## src/design/hfpa_pkg.sv

```systemverilog
// Constants, field layouts and carrier types for the host FIFO port access block.
package hfpa_pkg;

    localparam int DATA_W = 32;
    localparam int ADDR_W = 8;
    localparam int FIFO_DEPTH = 16;
    localparam int CNT_W = $clog2(FIFO_DEPTH) + 1;
    localparam int HALF_W = 16;

    // Byte addresses; each data port spans eight dword aliases.
    localparam logic [7:0] RXD_BASE = 8'h00;
    localparam logic [7:0] TXD_BASE = 8'h20;
    localparam int ALIAS_LSB = 5;
    localparam logic [7:0] RXS_POP = 8'h40;
    localparam logic [7:0] RXS_PEEK = 8'h44;
    localparam logic [7:0] TXS_POP = 8'h48;
    localparam logic [7:0] TXS_PEEK = 8'h4C;
    localparam logic [7:0] STAT_ADDR = 8'h50;
    localparam logic [7:0] CFG_ADDR = 8'h54;
    localparam logic [7:0] CMD_ADDR = 8'h58;

    // Status register fields.
    localparam int STAT_TXOVR_BIT = 0;
    localparam int STAT_RXUND_BIT = 1;
    localparam int STAT_LINK_BIT = 2;
    localparam int STAT_EVT_BIT = 3;
    localparam int STAT_RXS_CNT_LSB = 8;
    localparam int STAT_TXD_CNT_LSB = 16;
    localparam int STAT_DROP_LSB = 24;
    localparam int DROP_W = 8;

    // Configuration register fields.
    localparam int CFG_SCRATCH_LSB = 0;
    localparam int CFG_KEEP_LSB = 8;
    localparam int CFG_FIELD_W = 8;
    localparam int CFG_BUS16_BIT = 16;

    // Command register fields.
    localparam int CMD_SRST_BIT = 0;
    localparam int CMD_FLUSH_BIT = 1;

    // Reset values.
    localparam logic [7:0] CFG_SCRATCH_RST = 8'h00;
    localparam logic [7:0] CFG_KEEP_RST = 8'h00;
    localparam logic CFG_BUS16_RST = 1'b0;
    localparam logic FLAG_RST = 1'b0;
    localparam logic LINK_LL_RST = 1'b0;
    localparam logic [7:0] DROP_RST = 8'h00;

    typedef struct packed {
        logic rd;
        logic wr;
        logic [ADDR_W-1:0] addr;
        logic [DATA_W-1:0] wdata;
    } hfpa_hreq_t;

    typedef struct packed {
        logic valid;
        logic [DATA_W-1:0] data;
    } hfpa_word_t;

endpackage : hfpa_pkg

```

## src/design/hfpa_fifo.sv

```systemverilog
// Synchronous FIFO with valid and ready on both sides.
`timescale 1ns/1ps
module hfpa_fifo #(
    parameter int WIDTH = 32,
    parameter int DEPTH = 16
) (
    input wire logic clk_i,
    input wire logic rst_i,
    input wire logic ce_i,
    input wire logic flush_i,
    input wire logic in_valid_i,
    output logic in_ready_o,
    input wire logic [WIDTH-1:0] in_data_i,
    output logic out_valid_o,
    input wire logic out_ready_i,
    output logic [WIDTH-1:0] out_data_o,
    output logic [$clog2(DEPTH):0] count_o
);
    localparam int PTR_W = $clog2(DEPTH);

    logic [WIDTH-1:0] mem_reg [DEPTH];
    logic [PTR_W-1:0] wr_ptr_reg;
    logic [PTR_W-1:0] rd_ptr_reg;
    logic [PTR_W:0] count_reg;
    logic push;
    logic pop;

    assign in_ready_o = count_reg != (PTR_W + 1)'(DEPTH);
    assign out_valid_o = count_reg != '0;
    assign out_data_o = mem_reg[rd_ptr_reg];
    assign count_o = count_reg;
    assign push = in_valid_i & in_ready_o;
    assign pop = out_ready_i & out_valid_o;

    always_ff @(posedge clk_i) begin
        if (ce_i && push) begin
            mem_reg[wr_ptr_reg] <= in_data_i;
        end
    end

    always_ff @(posedge clk_i) begin
        if (rst_i) begin
            wr_ptr_reg <= '0;
            rd_ptr_reg <= '0;
            count_reg <= '0;
        end else if (ce_i) begin
            if (flush_i) begin
                wr_ptr_reg <= '0;
                rd_ptr_reg <= '0;
                count_reg <= '0;
            end else begin
                if (push) begin
                    wr_ptr_reg <= wr_ptr_reg + 1'b1;
                end
                if (pop) begin
                    rd_ptr_reg <= rd_ptr_reg + 1'b1;
                end
                if (push && !pop) begin
                    count_reg <= count_reg + 1'b1;
                end else if (pop && !push) begin
                    count_reg <= count_reg - 1'b1;
                end
            end
        end
    end

endmodule : hfpa_fifo

```

## src/design/hfpa_top.sv

```systemverilog
// Host access to the four FIFO ports and the attribute register set.
`timescale 1ns/1ps
module hfpa_top
    import hfpa_pkg::*;
(
    input wire logic core_clk_i,
    input wire logic sys_rst_i,
    input wire logic ce_i,
    input wire logic host_cs_n_i,
    input wire logic host_rd_n_i,
    input wire logic host_wr_n_i,
    input wire logic [ADDR_W-1:0] host_addr_i,
    input wire logic [DATA_W-1:0] host_wdata_i,
    output logic [DATA_W-1:0] host_rdata_o,
    output logic host_data_oe_n_o,
    output logic host_ack_o,
    output logic host_tx_ready_o,
    output logic bus16_o,
    input wire logic link_up_i,
    input wire logic mac_event_i,
    input wire hfpa_word_t rx_sts_i,
    output logic rx_sts_ready_o,
    input wire hfpa_word_t rx_dat_i,
    output logic rx_dat_ready_o,
    input wire hfpa_word_t tx_sts_i,
    output logic tx_sts_ready_o,
    output hfpa_word_t tx_dat_o,
    input wire logic tx_dat_ready_i
);
    logic [ADDR_W+DATA_W+2:0] pins_s1_reg;
    logic [ADDR_W+DATA_W+2:0] pins_s2_reg;
    hfpa_hreq_t req_s2;
    hfpa_hreq_t last_reg;
    logic rd_go;
    logic wr_go;
    logic [ADDR_W-1:0] word_addr;
    logic half_hi;
    logic word_done;
    logic wr_en;
    logic is_rxd;
    logic is_txd;
    logic [HALF_W-1:0] hold_reg;
    logic [DATA_W-1:0] wr_word;
    logic [DATA_W-1:0] rd_word;
    logic [DATA_W-1:0] stat_word;
    logic [DATA_W-1:0] cfg_word;
    logic [DATA_W-1:0] rdata_reg;
    logic ack_reg;
    logic drive_reg;
    logic srst_reg;
    logic flush_reg;
    logic rst_all;
    logic [CFG_FIELD_W-1:0] scratch_reg;
    logic [CFG_FIELD_W-1:0] keep_reg;
    logic bus16_reg;
    logic txovr_reg;
    logic rxund_reg;
    logic link_ll_reg;
    logic evt_lh_reg;
    logic [DROP_W-1:0] drop_reg;
    logic stat_rd;
    logic stat_wr;
    logic cfg_wr;
    logic cmd_wr;
    logic rxs_pop;
    logic rxd_pop;
    logic txs_pop;
    logic txd_push;
    logic rxs_valid;
    logic rxd_valid;
    logic txs_valid;
    logic txd_in_ready;
    logic drop_evt;
    logic [DATA_W-1:0] rxs_head;
    logic [DATA_W-1:0] rxd_head;
    logic [DATA_W-1:0] txs_head;
    logic [CNT_W-1:0] rxs_cnt;
    logic [CNT_W-1:0] txd_cnt;

    assign req_s2.rd = ~pins_s2_reg[ADDR_W+DATA_W+2] & ~pins_s2_reg[ADDR_W+DATA_W+1];
    assign req_s2.wr = ~pins_s2_reg[ADDR_W+DATA_W+2] & ~pins_s2_reg[ADDR_W+DATA_W];
    assign req_s2.addr = pins_s2_reg[DATA_W +: ADDR_W];
    assign req_s2.wdata = pins_s2_reg[DATA_W-1:0];

    // Raw pins pass two flops at their idle level; the third stage finds strobe edges.
    always_ff @(posedge core_clk_i) begin
        if (sys_rst_i) begin
            pins_s1_reg <= '1;
            pins_s2_reg <= '1;
            last_reg <= '0;
        end else if (ce_i) begin
            pins_s1_reg <= {host_cs_n_i, host_rd_n_i, host_wr_n_i, host_addr_i, host_wdata_i};
            pins_s2_reg <= pins_s1_reg;
            last_reg <= req_s2;
        end
    end

    assign rd_go = ce_i & req_s2.rd & ~last_reg.rd;
    assign wr_go = ce_i & req_s2.wr & ~last_reg.wr;
    assign word_addr = {req_s2.addr[ADDR_W-1:2], 2'b00};
    assign half_hi = req_s2.addr[1];
    // In 16-bit mode a dword completes on its upper half.
    assign word_done = ~bus16_reg | half_hi;
    assign wr_en = wr_go & word_done;
    assign rst_all = sys_rst_i | srst_reg;

    assign is_rxd = req_s2.addr[ADDR_W-1:ALIAS_LSB] == RXD_BASE[ADDR_W-1:ALIAS_LSB];
    assign is_txd = req_s2.addr[ADDR_W-1:ALIAS_LSB] == TXD_BASE[ADDR_W-1:ALIAS_LSB];

    assign rxd_pop = rd_go & is_rxd & word_done;
    assign rxs_pop = rd_go & (word_addr == RXS_POP) & word_done;
    assign txs_pop = rd_go & (word_addr == TXS_POP) & word_done;
    assign txd_push = wr_en & is_txd;
    assign stat_rd = rd_go & (word_addr == STAT_ADDR);
    assign stat_wr = wr_en & (word_addr == STAT_ADDR);
    assign cfg_wr = wr_en & (word_addr == CFG_ADDR);
    assign cmd_wr = wr_en & (word_addr == CMD_ADDR);
    assign drop_evt = rx_sts_i.valid & ~rx_sts_ready_o;

    always_ff @(posedge core_clk_i) begin
        if (sys_rst_i) begin
            hold_reg <= '0;
        end else if (wr_go && bus16_reg && !half_hi) begin
            hold_reg <= req_s2.wdata[HALF_W-1:0];
        end
    end

    assign wr_word = bus16_reg ? {req_s2.wdata[HALF_W-1:0], hold_reg} : req_s2.wdata;

    always_comb begin
        stat_word = '0;
        stat_word[STAT_TXOVR_BIT] = txovr_reg;
        stat_word[STAT_RXUND_BIT] = rxund_reg;
        stat_word[STAT_LINK_BIT] = link_ll_reg;
        stat_word[STAT_EVT_BIT] = evt_lh_reg;
        stat_word[STAT_RXS_CNT_LSB +: CNT_W] = rxs_cnt;
        stat_word[STAT_TXD_CNT_LSB +: CNT_W] = txd_cnt;
        stat_word[STAT_DROP_LSB +: DROP_W] = drop_reg;
        cfg_word = '0;
        cfg_word[CFG_SCRATCH_LSB +: CFG_FIELD_W] = scratch_reg;
        cfg_word[CFG_KEEP_LSB +: CFG_FIELD_W] = keep_reg;
        cfg_word[CFG_BUS16_BIT] = bus16_reg;
    end

    always_comb begin
        rd_word = '0;
        if (is_rxd) begin
            rd_word = rxd_valid ? rxd_head : '0;
        end else begin
            unique case (word_addr)
                RXS_POP, RXS_PEEK: rd_word = rxs_valid ? rxs_head : '0;
                TXS_POP, TXS_PEEK: rd_word = txs_valid ? txs_head : '0;
                STAT_ADDR: rd_word = stat_word;
                CFG_ADDR: rd_word = cfg_word;
                default: rd_word = '0;
            endcase
        end
    end

    // Host read data, acknowledge and bus drive.
    always_ff @(posedge core_clk_i) begin
        if (sys_rst_i) begin
            rdata_reg <= '0;
            ack_reg <= 1'b0;
            drive_reg <= 1'b0;
        end else if (ce_i) begin
            ack_reg <= rd_go | wr_go;
            if (rd_go) begin
                if (bus16_reg) begin
                    rdata_reg <= {{HALF_W{1'b0}},
                        half_hi ? rd_word[DATA_W-1:HALF_W] : rd_word[HALF_W-1:0]};
                end else begin
                    rdata_reg <= rd_word;
                end
                drive_reg <= 1'b1;
            end else if (!req_s2.rd) begin
                drive_reg <= 1'b0;
            end
        end
    end

    // Command strobes self-clear after one cycle.
    always_ff @(posedge core_clk_i) begin
        if (sys_rst_i) begin
            srst_reg <= 1'b0;
            flush_reg <= 1'b0;
        end else if (ce_i) begin
            srst_reg <= cmd_wr & wr_word[CMD_SRST_BIT];
            flush_reg <= cmd_wr & wr_word[CMD_FLUSH_BIT];
        end
    end

    always_ff @(posedge core_clk_i) begin
        if (rst_all) begin
            scratch_reg <= CFG_SCRATCH_RST;
            bus16_reg <= CFG_BUS16_RST;
        end else if (ce_i && cfg_wr) begin
            scratch_reg <= wr_word[CFG_SCRATCH_LSB +: CFG_FIELD_W];
            bus16_reg <= wr_word[CFG_BUS16_BIT];
        end
    end

    always_ff @(posedge core_clk_i) begin
        if (sys_rst_i) begin
            keep_reg <= CFG_KEEP_RST;
        end else if (ce_i && cfg_wr) begin
            keep_reg <= wr_word[CFG_KEEP_LSB +: CFG_FIELD_W];
        end
    end

    always_ff @(posedge core_clk_i) begin
        if (rst_all) begin
            txovr_reg <= FLAG_RST;
            rxund_reg <= FLAG_RST;
        end else if (ce_i) begin
            if (txd_push && !txd_in_ready) begin
                txovr_reg <= 1'b1;
            end else if (stat_wr && wr_word[STAT_TXOVR_BIT]) begin
                txovr_reg <= 1'b0;
            end
            if ((rxd_pop && !rxd_valid) || (rxs_pop && !rxs_valid) ||
                    (txs_pop && !txs_valid)) begin
                rxund_reg <= 1'b1;
            end else if (stat_wr && wr_word[STAT_RXUND_BIT]) begin
                rxund_reg <= 1'b0;
            end
        end
    end

    always_ff @(posedge core_clk_i) begin
        if (rst_all) begin
            link_ll_reg <= LINK_LL_RST;
            evt_lh_reg <= FLAG_RST;
        end else if (ce_i) begin
            if (stat_rd) begin
                link_ll_reg <= link_up_i;
                evt_lh_reg <= mac_event_i;
            end else begin
                if (!link_up_i) begin
                    link_ll_reg <= 1'b0;
                end
                if (mac_event_i) begin
                    evt_lh_reg <= 1'b1;
                end
            end
        end
    end

    always_ff @(posedge core_clk_i) begin
        if (rst_all) begin
            drop_reg <= DROP_RST;
        end else if (ce_i) begin
            if (stat_rd) begin
                drop_reg <= {{(DROP_W - 1){1'b0}}, drop_evt};
            end else if (drop_evt && drop_reg != '1) begin
                drop_reg <= drop_reg + 1'b1;
            end
        end
    end

    hfpa_fifo #(.WIDTH(DATA_W), .DEPTH(FIFO_DEPTH)) u_rxs_fifo (
        .clk_i(core_clk_i),
        .rst_i(rst_all),
        .ce_i(ce_i),
        .flush_i(flush_reg),
        .in_valid_i(rx_sts_i.valid),
        .in_ready_o(rx_sts_ready_o),
        .in_data_i(rx_sts_i.data),
        .out_valid_o(rxs_valid),
        .out_ready_i(rxs_pop),
        .out_data_o(rxs_head),
        .count_o(rxs_cnt)
    );

    hfpa_fifo #(.WIDTH(DATA_W), .DEPTH(FIFO_DEPTH)) u_rxd_fifo (
        .clk_i(core_clk_i),
        .rst_i(rst_all),
        .ce_i(ce_i),
        .flush_i(flush_reg),
        .in_valid_i(rx_dat_i.valid),
        .in_ready_o(rx_dat_ready_o),
        .in_data_i(rx_dat_i.data),
        .out_valid_o(rxd_valid),
        .out_ready_i(rxd_pop),
        .out_data_o(rxd_head),
        .count_o()
    );

    hfpa_fifo #(.WIDTH(DATA_W), .DEPTH(FIFO_DEPTH)) u_txs_fifo (
        .clk_i(core_clk_i),
        .rst_i(rst_all),
        .ce_i(ce_i),
        .flush_i(flush_reg),
        .in_valid_i(tx_sts_i.valid),
        .in_ready_o(tx_sts_ready_o),
        .in_data_i(tx_sts_i.data),
        .out_valid_o(txs_valid),
        .out_ready_i(txs_pop),
        .out_data_o(txs_head),
        .count_o()
    );

    hfpa_fifo #(.WIDTH(DATA_W), .DEPTH(FIFO_DEPTH)) u_txd_fifo (
        .clk_i(core_clk_i),
        .rst_i(rst_all),
        .ce_i(ce_i),
        .flush_i(flush_reg),
        .in_valid_i(txd_push),
        .in_ready_o(txd_in_ready),
        .in_data_i(wr_word),
        .out_valid_o(tx_dat_o.valid),
        .out_ready_i(tx_dat_ready_i),
        .out_data_o(tx_dat_o.data),
        .count_o(txd_cnt)
    );

    assign host_rdata_o = rdata_reg;
    assign host_data_oe_n_o = ~drive_reg;
    assign host_ack_o = ack_reg;
    assign host_tx_ready_o = txd_in_ready;
    assign bus16_o = bus16_reg;

endmodule : hfpa_top

```

## config.mk

```make
export PLATFORM = sky130hd
export DESIGN_NAME = hfpa_top
export DESIGN_NICKNAME = d
export VERILOG_FILES = /design/src/design/hfpa_pkg.sv /design/src/design/hfpa_fifo.sv /design/src/design/hfpa_top.sv
export SDC_FILE = /design/constraint.sdc
export NUM_CORES = 2
export LEC_CHECK = 0
export BUFFER_PORTS_ARGS = -buffer_cell sky130_fd_sc_hd__buf_4
export CAP_MARGIN = 20
export CORE_MARGIN = 10
export CORE_UTILIZATION = 50
export CTS_CLUSTER_DIAMETER = 200
export DETAILED_ROUTE_END_ITERATION = 8
export PLACE_DENSITY_LB_ADDON = 0.2
export SLEW_MARGIN = 10
export SYNTH_ARGS = -nofsm -noshare
export SYNTH_HDL_FRONTEND = slang
export SYNTH_SLANG_ARGS = --single-unit
export TNS_END_PERCENT = 20
```

## constraint.sdc

```tcl
create_clock -name core_clk_i -period 7.65 [get_ports core_clk_i]
set_input_delay 0.3825 -clock core_clk_i [delete_from_list [all_inputs] [get_ports core_clk_i]]
set_output_delay 0.3825 -clock core_clk_i [all_outputs]
set_load 0.03 [all_outputs]
```

==> reports/results.env <==
INITIALDRTVIOLATIONCOUNT=4716
IR_DROP_uV=277.1
CELL_INTERNAL_PWR_W=0.02082
DRT_DRC_VIOLATIONS_LEFT=0
SYNTH_LARGEST_AREA_CELL='edfxtp_1'
P_SEQ_SHARE_PCT=52.3
CP_SLOWEST_CELL='buf_4'
CRIT_PATH_MAX_INCR_DELAY_NS=0.97
FIN_NETS=5238
ROUTABILITYCONGESTION=0.8888
IO_PINS=220
AREA_GROWTH_SYN_TO_LAYOUT_PCT=15.60
WORST_SLEW_PIN_SLEW_NS=1.197
SEQ_AREA_FRAC_SYNTH_PCT=74.77
CLOCKBUFFERDEPTH=3
FINALSETUPVIOLATIONS=0
HOLD_WS_NS=0.06826
HOLD-PATH-ENDPOINT='u_rxd_fifo.wr_ptr_reg[0]'
POST_SYNTH_INSTANCE_AREA_UM2=88550
WORST-PATH-MAX-FANOUT=70
WORSTHOLDPATHCELLS=4
POWER_LEAKAGE_nW=32.36
POWERDENSITY_nW_PER_UM2=257.6
INITIAL_ANTENNA_VIOLATION_COUNT=20
WORSTREGTOREGCELLS=11
PORT-BUFFER-COUNT=218
DRIVE_ABOVE_1_SHARE_PCT=25.29
POST_ROUTE_MET1_WIRELENGTH_UM=90410
WORST_SETUP_HOLD_PATH_CLK_SLEW_NS=0.06
ROUTED-WL-MET3_UM=13320
RELATIVE_CONTRIBUTION_OF_THE_CLOCK_NETWORK_TO_TOTAL_POWER_PCT=42.1
FLOORPLAN.DIE.HEIGHT_UM=440.8
ORIGIN_OF_THE_CRITICAL_FLOP_TO_FLOP_PATH='pins_s2_reg[42]'
FINALMAXSLEWVIOLATIONS=0
MIN_PERIOD_OVER_PERIOD_PCT=59.22
POST_SYNTH_NUM_CELL_TYPES=69
SWITCHING_SHARE_PCT=21.03
RESULT_OF_THE_RUN='finished clean'
GRT_PASS1_VIAS=46095
ROUTE.TOP_LAYER_USED='met5'
TOTALWIRELENGTH_UM=223400
DIE_WIDTH_UM=440.8
CP-END-KIND='primary output'
CLOCK-ROOT-BUFFER='clkbuf_16'
YOSYS_WARNINGS=0
DPL-INSTANCE-AREA_UM2=93340
GRT_FIRST_PASS_WIRELENGTH_UM=323500
CRIT_CHAIN='buf_4, mux4_2, mux4_2, buf_4'
WORSTPATHARRIVAL_NS=4.15
DETAIL_ROUTE.VIAS_PER_CELL=6.023
POSTSYNTHCELLCOUNT=4567
SYNTHTOPCELLSBYCOUNT='edfxtp_1 (2048), mux4_2 (468), nand2_1 (279), mux2i_1 (274), dfxtp_1 (235)'
HOLD_CLASS='input port to flip-flop'
SYNTH.TOP_CELL.AREA_SHARE_PCT=69.45
MET2_LENGTH_UM=111200
HOLD_VIOL_FINAL=0
WORST-R2R-SETUP-SLACK_NS=3.52
SYNTH_AREA_PER_CELL_UM2=19.39
SKEW_NS=0.02527
ANT_NETS=0
DIE_AREA_UM2=194300
CLOCK.FMAX_MHz=220.7
RSZ0062_AT_GRT='no'
TRITONCTS_CLOCK_TREE='built'
CRITICALPATHCATEGORY='flip-flop to primary output'
HTREE_NUM_LEVELS=4
FIRST_PASS_ITERS=7
DETAILEDPLACEMENTHPWL_UM=128200
STD_CELL_ROWS=154
ASYNCSETRESETFLOPFRACSYNTH_PCT=0
CAP_VIOLATIONS=0
NETSWITCHINGPOWER_W=0.005546
INSERTED_CLOCK_BUFFERS=223
WIRE_PER_INST_UM=29.45
DETAILROUTE.VIA_COUNT=45699
CTS.SINKS=2283
MAX_SLEW_MARGIN_PCT=20.18
SYN_NETS=4756
REPORT.POWER.TOTAL_W=0.02637
GLOBAL_ROUTE.USAGE.TOTAL_PCT=22.82
CLK_LATENCY_NS=0.87
POWER_FRAC_COMB_PCT=5.6
GLOBALROUTEOVERFLOWTOTAL=0
MIN_FROM='rx_dat_i[32]'
SETUP.WORST_PATH.START_CLASS='flip-flop'
SYNTHMOSTINSTANTIATEDCELL='edfxtp_1'
CORE_AREA_UM2=176100
FINAL_CORE_UTIL_PCT=58.12
SYNTH_TOP_FLOP_CELL='edfxtp_1'
FINISH.INSTANCE_AREA_UM2=102400
LARGEST_NET_DEGREE_AT_THE_START_OF_GLOBAL_ROUTING=95
INITIAL_UTILIZATION_PCT=50.28
LAYOUT_MIN_CYCLE_TIME_NS=4.531
CRITICAL_R2R_CAPTURE='u_txs_fifo.count_o[4]'
CP_DATA_REQUIRED_TIME_NS=7.27
SYNTH_AREA_LEADERS='edfxtp_1 (69%), mux4_2 (12%), dfxtp_1 (5.3%), mux2i_1 (3.1%), nand2_1 (1.2%)'
CTS_RESIZED=0
SYNTH_ENABLE_FLOP_CELLS=2048
FINAL.SETUP.TNS_NS=0
SYNTH.FF_LATCH_COUNT=2283
per-stage QoR:
stage	worst slack [ns]	instances
floorplan	4.108	4567
global placement	3.363	7002
detailed placement	3.314	7007
CTS	3.083	7577
global route	3.007	7583
finish	3.119	7587
logic make-up after synthesis:
logic type / count (synthesis) / synth area share (%)
flip-flops: 2283 / 74.77
XOR/XNOR: 37 / 0.3660
AO/OA/AOI/OAI: 445 / 3.438
AND/OR/NAND/NOR: 658 / 3.517
buffers and inverters: 279 / 1.258
multiplexers: 824 / 16.04
adder cells (fa/ha/maj): 41 / 0.6132
power groups by stage:
stage	Sequential, W	Clock, W	Combinational (W)
final	0.0138	0.0111	0.00147
after global routing	0.0138	0.0118	0.00158
after CTS	0.0138	0.0113	0.00148
after detailed placement	0.0141	0	0.00141
after global placement	0.0141	0	0.00139
after floorplan	0.0140	0	0.000969
worst max-delay path by stage:
stage | from | end | slack, ns
6_report | flip-flop | tx_dat_o[11] | 3.12
5_1_grt | flip-flop | tx_dat_o[14] | 3.01
4_1_cts | flip-flop | tx_dat_o[11] | 3.08
3_5_place_dp | ce_i | u_txs_fifo.count_o[4] | 3.31
3_3_place_gp | ce_i | u_txs_fifo.count_o[4] | 3.36
2_1_floorplan | ce_i | u_txs_fifo.count_o[4] | 4.11
metal layers:
metal	global-route usage (%)	up-vias
met4	8.517	18
met1	30.75	24081
li1	-	19634
met5	0	-
met2	37.63	1613
met3	3.713	353
cell type report:
type	count	area [µm²]
fillers	13025	73750
flip-flops and latches	2283	66240
multi-input cells	2005	21370
clock buffers	283	5964
repair buffers	506	4248
well taps	2340	2928
clock inverters	133	1473
inverters	30	113.9
diodes	7	17.52
what timing repair did:
action                                 4_1_cts  5_1_grt
hold buffers                               154        0
endpoints found under the hold margin     1627        0
buffers inserted                             0        0
critical path, delay by kind of cell, from the launching register on:
| kind | cells | cell delay [ns] |
|---|---|---|
| buffers and inverters | 2 | 1.18 |
| flip-flops | 1 | 0.95 |
| multiplexers | 2 | 1.03 |
cell usage in the layout, fill, tap and decap left out, types with 64 or more instances in the layout:
cell           instances
edfxtp_1            2048
mux4_2               468
buf_4                341
nand2_1              279
mux2i_1              274
clkbuf_16            229
dfxtp_1              220
dlygate4sd3_1        154
nor2_1               104
a21oi_1              103
mux2_2                82
a221oi_1              65
o21ai_0               64
(Power assumes the default switching activity.)
